<file path="config.mk">
export PLATFORM = sky130hd
export DESIGN_NAME = scb_top
export DESIGN_NICKNAME = d
export VERILOG_FILES = /design/src/inc/scb_pkg.sv /design/src/inc/scb_if.sv /design/src/rtl/scb_eval.sv /design/src/rtl/scb_top.sv
export VERILOG_INCLUDE_DIRS = /design/src /design/src/inc
export SDC_FILE = /design/constraint.sdc
export NUM_CORES = 1
export LEC_CHECK = 0
export ABC_AREA = 1
export BUFFER_PORTS_ARGS = -buffer_cell sky130_fd_sc_hd__buf_2
export CAP_MARGIN = 40
export CORE_UTILIZATION = 35
export CTS_BUF_LIST = sky130_fd_sc_hd__clkbuf_4 sky130_fd_sc_hd__clkbuf_8 sky130_fd_sc_hd__clkbuf_16
export CTS_CLUSTER_DIAMETER = 200
export CTS_CLUSTER_SIZE = 10
export DETAILED_ROUTE_END_ITERATION = 10
export PLACE_DENSITY_LB_ADDON = 0.15
export SLEW_MARGIN = 20
export SYNTH_ARGS = -nofsm -noshare
export SYNTH_HDL_FRONTEND = slang
export SYNTH_SLANG_ARGS = --single-unit
</file>
<file path="constraint.sdc">
create_clock -name aclk -period 3.24 [get_ports aclk]
set_clock_uncertainty 0.1 [all_clocks]
set_input_delay 0.648 -clock aclk [delete_from_list [all_inputs] [get_ports aclk]]
set_output_delay 0.648 -clock aclk [all_outputs]
set_load 0.01 [all_outputs]
</file>
<file path="src/inc/scb_regs.svh">
`ifndef SCB_REGS_SVH
`define SCB_REGS_SVH

// Register byte addresses on the AXI4-Lite slave
`define SCB_ADDR_CTRL      6'h00
`define SCB_ADDR_INSN      6'h04
`define SCB_ADDR_FLAGS     6'h08
`define SCB_ADDR_IP        6'h0c
`define SCB_ADDR_STATUS    6'h10
`define SCB_ADDR_NEXT_IP   6'h14
`define SCB_ADDR_CYCLES    6'h18

// Field positions
`define SCB_CTRL_START     0
`define SCB_INSN_OPC_LSB   0
`define SCB_INSN_DISP_LSB  8
`define SCB_FLAG_ZERO      0
`define SCB_FLAG_SIGN      1
`define SCB_FLAG_OVERFLOW  2
`define SCB_FLAG_PARITY    3
`define SCB_STAT_BUSY      0
`define SCB_STAT_DONE      1
`define SCB_STAT_TAKEN     2
`define SCB_STAT_UNSUP     3

// Reset values
`define SCB_RST_INSN       16'h0000
`define SCB_RST_FLAGS      4'h0
`define SCB_RST_IP         16'h0000

// Opcodes handled here
`define SCB_OPC_GREATER    8'h7f
`define SCB_OPC_NO_OVF     8'h71
`define SCB_OPC_PAR_CLEAR  8'h7b
`define SCB_OPC_POSITIVE   8'h79
`define SCB_OPC_NONZERO    8'h75
`define SCB_OPC_OVERFLOW   8'h70
`define SCB_OPC_PAR_SET    8'h7a

// Sign extension masks and instruction length
`define SCB_EXT_NEG        16'hff00
`define SCB_EXT_POS        16'h00ff
`define SCB_INSN_LEN       16'h0002

// Cycle counts
`define SCB_CLK_TAKEN      4'hd
`define SCB_CLK_NOT_TAKEN  4'h4

// AXI responses
`define SCB_RESP_OKAY      2'h0
`define SCB_RESP_SLVERR    2'h2

`endif

</file>
<file path="src/inc/scb_pkg.sv">
package scb_pkg;

	typedef enum logic {
		SCB_IDLE,
		SCB_RUN
	} scb_state_t;

	typedef struct packed {
		logic parity_flag;
		logic overflow_flag;
		logic sign_flag;
		logic zero_flag;
	} scb_flags_t;

endpackage

</file>
<file path="src/inc/scb_if.sv">
`timescale 1ns/1ps

interface scb_if;
	logic [7:0]         opcode;
	logic [7:0]         short_displacement;
	scb_pkg::scb_flags_t flags;
	logic [15:0]        instruction_pointer;
	logic               supported;
	logic               taken;
	logic [15:0]        target_ip;
	logic [3:0]         cycles;

	modport core (
		output opcode,
		output short_displacement,
		output flags,
		output instruction_pointer,
		input  supported,
		input  taken,
		input  target_ip,
		input  cycles
	);

	modport eval (
		input  opcode,
		input  short_displacement,
		input  flags,
		input  instruction_pointer,
		output supported,
		output taken,
		output target_ip,
		output cycles
	);
endinterface

</file>
<file path="src/rtl/scb_eval.sv">
`timescale 1ns/1ps
`include "scb_regs.svh"

module scb_eval (
	scb_if.eval e      // Decoded branch in, verdict out
);

	logic [15:0] ext;
	logic [15:0] fall_ip;
	logic        cond;
	logic        known;

	// Widen displacement exactly as the two-mask form does
	always_comb
	begin
		if (e.short_displacement[7])
			ext = `SCB_EXT_NEG | {8'h00, e.short_displacement}; // [RULE8]
		else
			ext = `SCB_EXT_POS & {8'h00, e.short_displacement}; // [RULE8]
	end

	// Base is the byte after the two-byte branch
	assign fall_ip = e.instruction_pointer + `SCB_INSN_LEN; // [RULE12]

	// Condition decode per opcode
	always_comb
	begin
		cond  = 1'b0;
		known = 1'b1;
		case (e.opcode)
			`SCB_OPC_GREATER:
				cond = !e.flags.zero_flag &&
					(e.flags.sign_flag == e.flags.overflow_flag); // [RULE1]
			`SCB_OPC_NO_OVF:    cond = !e.flags.overflow_flag; // [RULE2]
			`SCB_OPC_PAR_CLEAR: cond = !e.flags.parity_flag;   // [RULE3]
			`SCB_OPC_POSITIVE:  cond = !e.flags.sign_flag;     // [RULE4]
			`SCB_OPC_NONZERO:   cond = !e.flags.zero_flag;     // [RULE5]
			`SCB_OPC_OVERFLOW:  cond = e.flags.overflow_flag;  // [RULE6]
			`SCB_OPC_PAR_SET:   cond = e.flags.parity_flag;    // [RULE7]
			default:            known = 1'b0;
		endcase
	end

	// Wraps modulo 64 KiB, as the pointer does
	assign e.supported = known;
	assign e.taken     = known && cond;
	assign e.target_ip = e.taken ? fall_ip + ext : fall_ip; // [RULE9] [RULE10]
	assign e.cycles    = e.taken ? `SCB_CLK_TAKEN : `SCB_CLK_NOT_TAKEN; // [RULE11]

endmodule // scb_eval

</file>
<file path="src/rtl/scb_top.sv">
// The implementer's own choices: the register offsets and the AXI4-Lite slave port.
`timescale 1ns/1ps
`include "scb_regs.svh"

// How it works
// [RULE1] Opcode 7F branches when zero clear and sign equals overflow.
// [RULE2] Opcode 71 branches when overflow is clear.
// [RULE3] Opcode 7B branches when parity is clear; both synonyms share it.
// [RULE4] Opcode 79 branches when sign is clear.
// [RULE5] Opcode 75 branches when zero is clear; nonzero and unequal share it.
// [RULE6] Opcode 70 branches when overflow is set.
// [RULE7] Opcode 7A branches when parity is set; both synonyms share it.
// [RULE8] Displacement widens: negative ORed with FF00, otherwise masked with 00FF.
// [RULE9] Taken branch loads pointer plus widened displacement, 16-bit wrap.
// [RULE10] Untaken branch simply continues with the following instruction.
// [RULE11] Taken costs 13 clocks, untaken 4, on either bus width.
// [RULE12] Displacement adds to the address just after the two-byte branch.
module scb_top (
	input  wire logic        aclk,     // Core clock, 100 MHz
	input  wire logic        aresetn,  // Synchronous reset, active low
	input  wire logic [5:0]  awaddr,   // Write address
	input  wire logic [2:0]  awprot,   // Unused protection
	input  wire logic        awvalid,  // Write address valid
	output logic             awready,  // Write address ready
	input  wire logic [31:0] wdata,    // Write data
	input  wire logic [3:0]  wstrb,    // Byte enables
	input  wire logic        wvalid,   // Write data valid
	output logic             wready,   // Write data ready
	output logic [1:0]       bresp,    // Write response
	output logic             bvalid,   // Write response valid
	input  wire logic        bready,   // Write response ready
	input  wire logic [5:0]  araddr,   // Read address
	input  wire logic [2:0]  arprot,   // Unused protection
	input  wire logic        arvalid,  // Read address valid
	output logic             arready,  // Read address ready
	output logic [31:0]      rdata,    // Read data
	output logic [1:0]       rresp,    // Read response
	output logic             rvalid,   // Read data valid
	input  wire logic        rready    // Read data ready
);

	scb_if bi ();

	// Write channel state
	logic        aw_have;
	logic        next_aw_have;
	logic [5:0]  aw_addr;
	logic [5:0]  next_aw_addr;
	logic        w_have;
	logic        next_w_have;
	logic [31:0] w_data;
	logic [31:0] next_w_data;
	logic [3:0]  w_strb;
	logic [3:0]  next_w_strb;
	logic        next_bvalid;
	logic [1:0]  next_bresp;
	logic        wr_fire;
	logic [31:0] wmask;

	// Read channel state
	logic        next_rvalid;
	logic [31:0] next_rdata;
	logic [1:0]  next_rresp;

	// Configuration written by software
	logic [15:0]         insn;
	logic [15:0]         next_insn;
	scb_pkg::scb_flags_t flags;
	scb_pkg::scb_flags_t next_flags;
	logic [15:0]         ip;
	logic [15:0]         next_ip;

	// Execution state and results
	scb_pkg::scb_state_t state;
	scb_pkg::scb_state_t next_state;
	logic [3:0]          cnt;
	logic [3:0]          next_cnt;
	logic                done;
	logic                next_done;
	logic                taken;
	logic                next_taken;
	logic                unsup;
	logic                next_unsup;
	logic [15:0]         result_ip;
	logic [15:0]         next_result_ip;
	logic [3:0]          cycles;
	logic [3:0]          next_cycles;
	logic                start;
	logic                busy;

	// Feed the evaluator from the held configuration
	assign bi.opcode              = insn[`SCB_INSN_OPC_LSB +: 8];
	assign bi.short_displacement  = insn[`SCB_INSN_DISP_LSB +: 8];
	assign bi.flags               = flags;
	assign bi.instruction_pointer = ip;

	scb_eval u_eval (
		.e (bi.eval)
	);

	// Byte enables widened to a bit mask
	genvar gi;
	generate
		for (gi = 0; gi < 4; gi++)
		begin : g_mask
			assign wmask[gi*8 +: 8] = {8{w_strb[gi]}};
		end
	endgenerate

	assign busy    = (state == scb_pkg::SCB_RUN);
	assign awready = !aw_have && !bvalid;
	assign wready  = !w_have && !bvalid;
	assign arready = !rvalid;
	assign wr_fire = aw_have && w_have && !bvalid;
	assign start   = wr_fire && (aw_addr == `SCB_ADDR_CTRL) &&
		w_strb[0] && w_data[`SCB_CTRL_START] && !busy;

	// Write address and data captured in either order, answered together
	always_comb
	begin
		next_aw_have = aw_have;
		next_aw_addr = aw_addr;
		next_w_have  = w_have;
		next_w_data  = w_data;
		next_w_strb  = w_strb;
		next_bvalid  = bvalid;
		next_bresp   = bresp;
		if (awvalid && awready)
		begin
			next_aw_have = 1'b1;
			next_aw_addr = awaddr;
		end
		if (wvalid && wready)
		begin
			next_w_have = 1'b1;
			next_w_data = wdata;
			next_w_strb = wstrb;
		end
		if (wr_fire)
		begin
			next_aw_have = 1'b0;
			next_w_have  = 1'b0;
			next_bvalid  = 1'b1;
			case (aw_addr)
				`SCB_ADDR_CTRL,
				`SCB_ADDR_INSN,
				`SCB_ADDR_FLAGS,
				`SCB_ADDR_IP,
				`SCB_ADDR_STATUS,
				`SCB_ADDR_NEXT_IP,
				`SCB_ADDR_CYCLES: next_bresp = `SCB_RESP_OKAY;
				default:          next_bresp = `SCB_RESP_SLVERR;
			endcase
		end
		else if (bvalid && bready)
			next_bvalid = 1'b0;
	end

	always_ff @(posedge aclk)
	begin
		if (!aresetn)
		begin
			aw_have <= 1'b0;
			aw_addr <= 6'h00;
			w_have  <= 1'b0;
			w_data  <= 32'h0000_0000;
			w_strb  <= 4'h0;
			bvalid  <= 1'b0;
			bresp   <= `SCB_RESP_OKAY;
		end
		else
		begin
			aw_have <= next_aw_have;
			aw_addr <= next_aw_addr;
			w_have  <= next_w_have;
			w_data  <= next_w_data;
			w_strb  <= next_w_strb;
			bvalid  <= next_bvalid;
			bresp   <= next_bresp;
		end
	end

	// Configuration is frozen while a branch runs so the verdict stays stable
	always_comb
	begin
		next_insn  = insn;
		next_flags = flags;
		next_ip    = ip;
		if (wr_fire && !busy)
		begin
			case (aw_addr)
				`SCB_ADDR_INSN:
					next_insn = (insn & ~wmask[15:0]) | (w_data[15:0] & wmask[15:0]);
				`SCB_ADDR_FLAGS:
					if (w_strb[0])
						next_flags = w_data[3:0];
				`SCB_ADDR_IP:
					next_ip = (ip & ~wmask[15:0]) | (w_data[15:0] & wmask[15:0]);
				default:
					next_insn = insn;
			endcase
		end
	end

	always_ff @(posedge aclk)
	begin
		if (!aresetn)
		begin
			insn  <= `SCB_RST_INSN;
			flags <= `SCB_RST_FLAGS;
			ip    <= `SCB_RST_IP;
		end
		else
		begin
			insn  <= next_insn;
			flags <= next_flags;
			ip    <= next_ip;
		end
	end

	// Branch timing: busy for exactly the reported clock count, then commit
	always_comb
	begin
		next_state     = state;
		next_cnt       = cnt;
		next_done      = done;
		next_taken     = taken;
		next_unsup     = unsup;
		next_result_ip = result_ip;
		next_cycles    = cycles;
		case (state)
			scb_pkg::SCB_IDLE:
				if (start)
				begin
					next_state  = scb_pkg::SCB_RUN;
					next_cnt    = bi.cycles - 4'h1;              // [RULE11]
					next_done   = 1'b0;
					next_unsup  = !bi.supported;
					next_cycles = bi.cycles;                     // [RULE11]
				end
			scb_pkg::SCB_RUN:
				if (cnt == 4'h0)
				begin
					next_state     = scb_pkg::SCB_IDLE;
					next_done      = 1'b1;
					next_taken     = bi.taken;
					next_result_ip = bi.target_ip;               // [RULE9] [RULE10]
				end
				else
					next_cnt = cnt - 4'h1;
			default:
				next_state = scb_pkg::SCB_IDLE;
		endcase
	end

	always_ff @(posedge aclk)
	begin
		if (!aresetn)
		begin
			state     <= scb_pkg::SCB_IDLE;
			cnt       <= 4'h0;
			done      <= 1'b0;
			taken     <= 1'b0;
			unsup     <= 1'b0;
			result_ip <= 16'h0000;
			cycles    <= 4'h0;
		end
		else
		begin
			state     <= next_state;
			cnt       <= next_cnt;
			done      <= next_done;
			taken     <= next_taken;
			unsup     <= next_unsup;
			result_ip <= next_result_ip;
			cycles    <= next_cycles;
		end
	end

	// Read channel: one-cycle registered answer
	always_comb
	begin
		next_rvalid = rvalid;
		next_rdata  = rdata;
		next_rresp  = rresp;
		if (arvalid && arready)
		begin
			next_rvalid = 1'b1;
			next_rresp  = `SCB_RESP_OKAY;
			next_rdata  = 32'h0000_0000;
			case (araddr)
				`SCB_ADDR_CTRL:    next_rdata = 32'h0000_0000;
				`SCB_ADDR_INSN:    next_rdata = {16'h0000, insn};
				`SCB_ADDR_FLAGS:   next_rdata = {28'h0000000, flags};
				`SCB_ADDR_IP:      next_rdata = {16'h0000, ip};
				`SCB_ADDR_STATUS:  next_rdata = {28'h0000000, unsup, taken, done, busy};
				`SCB_ADDR_NEXT_IP: next_rdata = {16'h0000, result_ip};
				`SCB_ADDR_CYCLES:  next_rdata = {28'h0000000, cycles};
				default:           next_rresp = `SCB_RESP_SLVERR;
			endcase
		end
		else if (rvalid && rready)
			next_rvalid = 1'b0;
	end

	always_ff @(posedge aclk)
	begin
		if (!aresetn)
		begin
			rvalid <= 1'b0;
			rdata  <= 32'h0000_0000;
			rresp  <= `SCB_RESP_OKAY;
		end
		else
		begin
			rvalid <= next_rvalid;
			rdata  <= next_rdata;
			rresp  <= next_rresp;
		end
	end

endmodule // scb_top

</file>
==> metrics.cfg <==
[worst_setup_path]
crit_required_ns=3.40
crit_fanout=5
critPathKind=flop to flop
arrival_ns=3.00
slowest_stage=dfxtp_1
cpPeakStageDelay_ns=0.44
cpMostUsedCell=nor2_1
cp-end-kind=flop
critPathLaunchType=flop
cp.depth=15
path_delay_family=simple AND/OR/NAND/NOR gates
rr_worst_depth=15
critPathBufInv=1
crit_chain=ha_1 -> nand3_1 -> nor2_1 -> xor2_1 -> ha_1 -> nand2_1 -> nor2_1 -> nor2_1 -> inv_1 -> a21oi_1 -> nand3_1 -> nand2_1 -> nor2_2 -> nor2_1 -> nor2_1

[layout]
nFillCells=1845
drive_gt1_share_pct=14.3
fin_nets=997
multi_input_area_um2=3320
antennaDiodeCount=0
area_growth_pct=11.4
final_cell_area_um2=6800
regArea_um2=2160

[min_path]
hold_depth=2
hold_class=flop to flop

[die]
fp.dieW_um=134
pin_count=102
initial_core_util_pct=36.3
rows=47
core_region_area_um2=16800
die-area_um2=18000
chipHeight_um=134

[synth]
yosys_warnings=0
ys_async_sr_fraction_pct=0
ys_types=51
netlist_area_um2=6100
synth-seq-cells=108
synth-edff-count=0
syn_avg_cell_area_um2=7.02
ys_seq_area_share_pct=35.4
synth_ff_type=dfxtp_1
synthCells=870

[detailed_routing]
drcViolationCount=0
wirelength_mm=16.3
firstDrtPassIters=6
wl_per_cell_um=14.3
drt_iter0_drc=355
via_count=5474
final_antenna_net_count=0
via_per_inst=4.81

[power]
finalPower_mw=2.78
p_leak_nw=3.02
power_density_nw_per_um2=408
irDropWorstVdd_uv=285

[run_status]
status=finished clean

[clock_tree]
cts_htree_levels=3
numCtsBuffers=9
cts_resized=0
clock_sinks=108
cts_setup_buffers=0
clk_path_buf_depth=2
holdBufCountCts=0
cts-root-buf=clkbuf_16
clkTransAtPathRegs_ns=0.08
tritoncts=done
clk_latency_ns=0.36

[global_routing]
grt_max_degree=44
antenna_found_initial=0
grt_pass1_vias=4960
grt_pass1_wl_mm=26.7
grt_use_total_pct=19.0
overflow=0

[sta]
fmax_mhz=352
rsz0062_at_grt=no
post-route-period-util_pct=87.7
min_period_ns=2.84
finalSetupViolCount=0
drv_slew=0
setup_tns_ns=0
worst_pin_slew_ns=0.694
slew_headroom_pct=53.6
hold_viol=0

[placement]
gp_congestion=0.918
port_buffers=59
placed_area_um2=6480
dpl.hpwl_mm=12.1

[run]
maxCapViolCount=0

[power breakdown]
group	internal, mW	leakage, nW	switching (mW)
Combinational	0.0629	1.99	0.131
Clock	0.653	0.158	0.539
Sequential	1.36	0.877	0.0288
[Yosys cell counts (8+ instances only)]
library cell	count	area share, %
nand4_1	10	1.0
a211oi_1	15	1.8
ha_1	21	4.3
inv_1	95	5.8
nand2_2	9	0.92
nand3_1	43	3.5
nor2_1	88	5.4
xor2_1	12	1.7
buf_4	20	2.5
nand2_1	179	11
o21ai_0	64	5.2
nor2_2	11	1.1
buf_2	8	0.66
inv_2	9	0.55
clkbuf_1	16	0.98
a21oi_1	80	6.6
dfxtp_1	108	35
[cells by family after synthesis]
family                   share of synthesized area, %
AND/OR/NAND/NOR                                  27.1
AO/OA/AOI/OAI                                    19.1
buffers and inverters                            11.2
flip-flops                                       35.4
adder cells (fa/ha/maj)                          4.63
XOR/XNOR                                         2.44
other                                          0.0614
[worst paths after layout]
path,start,end,slack [ns]
worst min register to register,rdata[12]$_SDFFE_PN0P_,rdata[12]$_SDFFE_PN0P_,0.36
worst max-delay path,flop,result_ip[14]$_SDFFE_PN0P_,0.40
worst min-delay path,rdata[12]$_SDFFE_PN0P_,rdata[12]$_SDFFE_PN0P_,0.36
worst max register to register,flop,result_ip[14]$_SDFFE_PN0P_,0.40
[area by class of cell]
type                    instances  share of cell area [%]
multi-input cells             626                    48.8
repair buffers                 64                    4.89
flip-flops and latches        108                    31.8
inverters                     105                    5.79
clock buffers                  11                    3.72
clock inverters                 5                   0.938
well taps                     220                    4.05
[tightest hold or removal path, stage by stage (launching register included)]
cell and delay (ns):
dfxtp_1 0.31, nand2_1 0.06, a21oi_1 0.05
[layout by cell type, fill, tap and decap left out, types with 7 or more instances in the layout]
cell type / count
nand2_1: 179
dfxtp_1: 108
inv_1: 95
nor2_1: 88
a21oi_1: 80
o21ai_0: 64
buf_2: 59
nand3_1: 43
ha_1: 21
conb_1: 18
a211oi_1: 15
xor2_1: 12
nor2_2: 11
nand4_1: 10
nand2_2: 9
inv_2: 9
clkbuf_16: 9
o21ai_1: 7
o221ai_1: 7
nor3_1: 7
[layer usage]
layer / GRT usage (%) / vias to the layer above / wire length, um
met1: 28.5 / 2411 / 8700
met5: 0 / - / 0
met4: 5.06 / 0 / 170
met3: 4.27 / 15 / 915
met2: 27.0 / 134 / 6530
li1: - / 2914 / -
[metrics by stage]
| step | worst slack [ns] | utilization (%) | instances | hold WS (ns) |
|---|---|---|---|---|
| after CTS | 0.382 | 40.4 | 1139 | 0.363 |
| after detailed placement | 0.395 | 38.6 | 1123 | 0.352 |
| final | 0.399 | 40.4 | 1139 | 0.361 |
| after global routing | 0.124 | 40.4 | 1139 | 0.378 |
| after global placement | 0.418 | 38.6 | 1123 | 0.350 |
| after floorplan | 0.873 | - | 887 | 0.336 |
(Power assumes the default switching activity.)
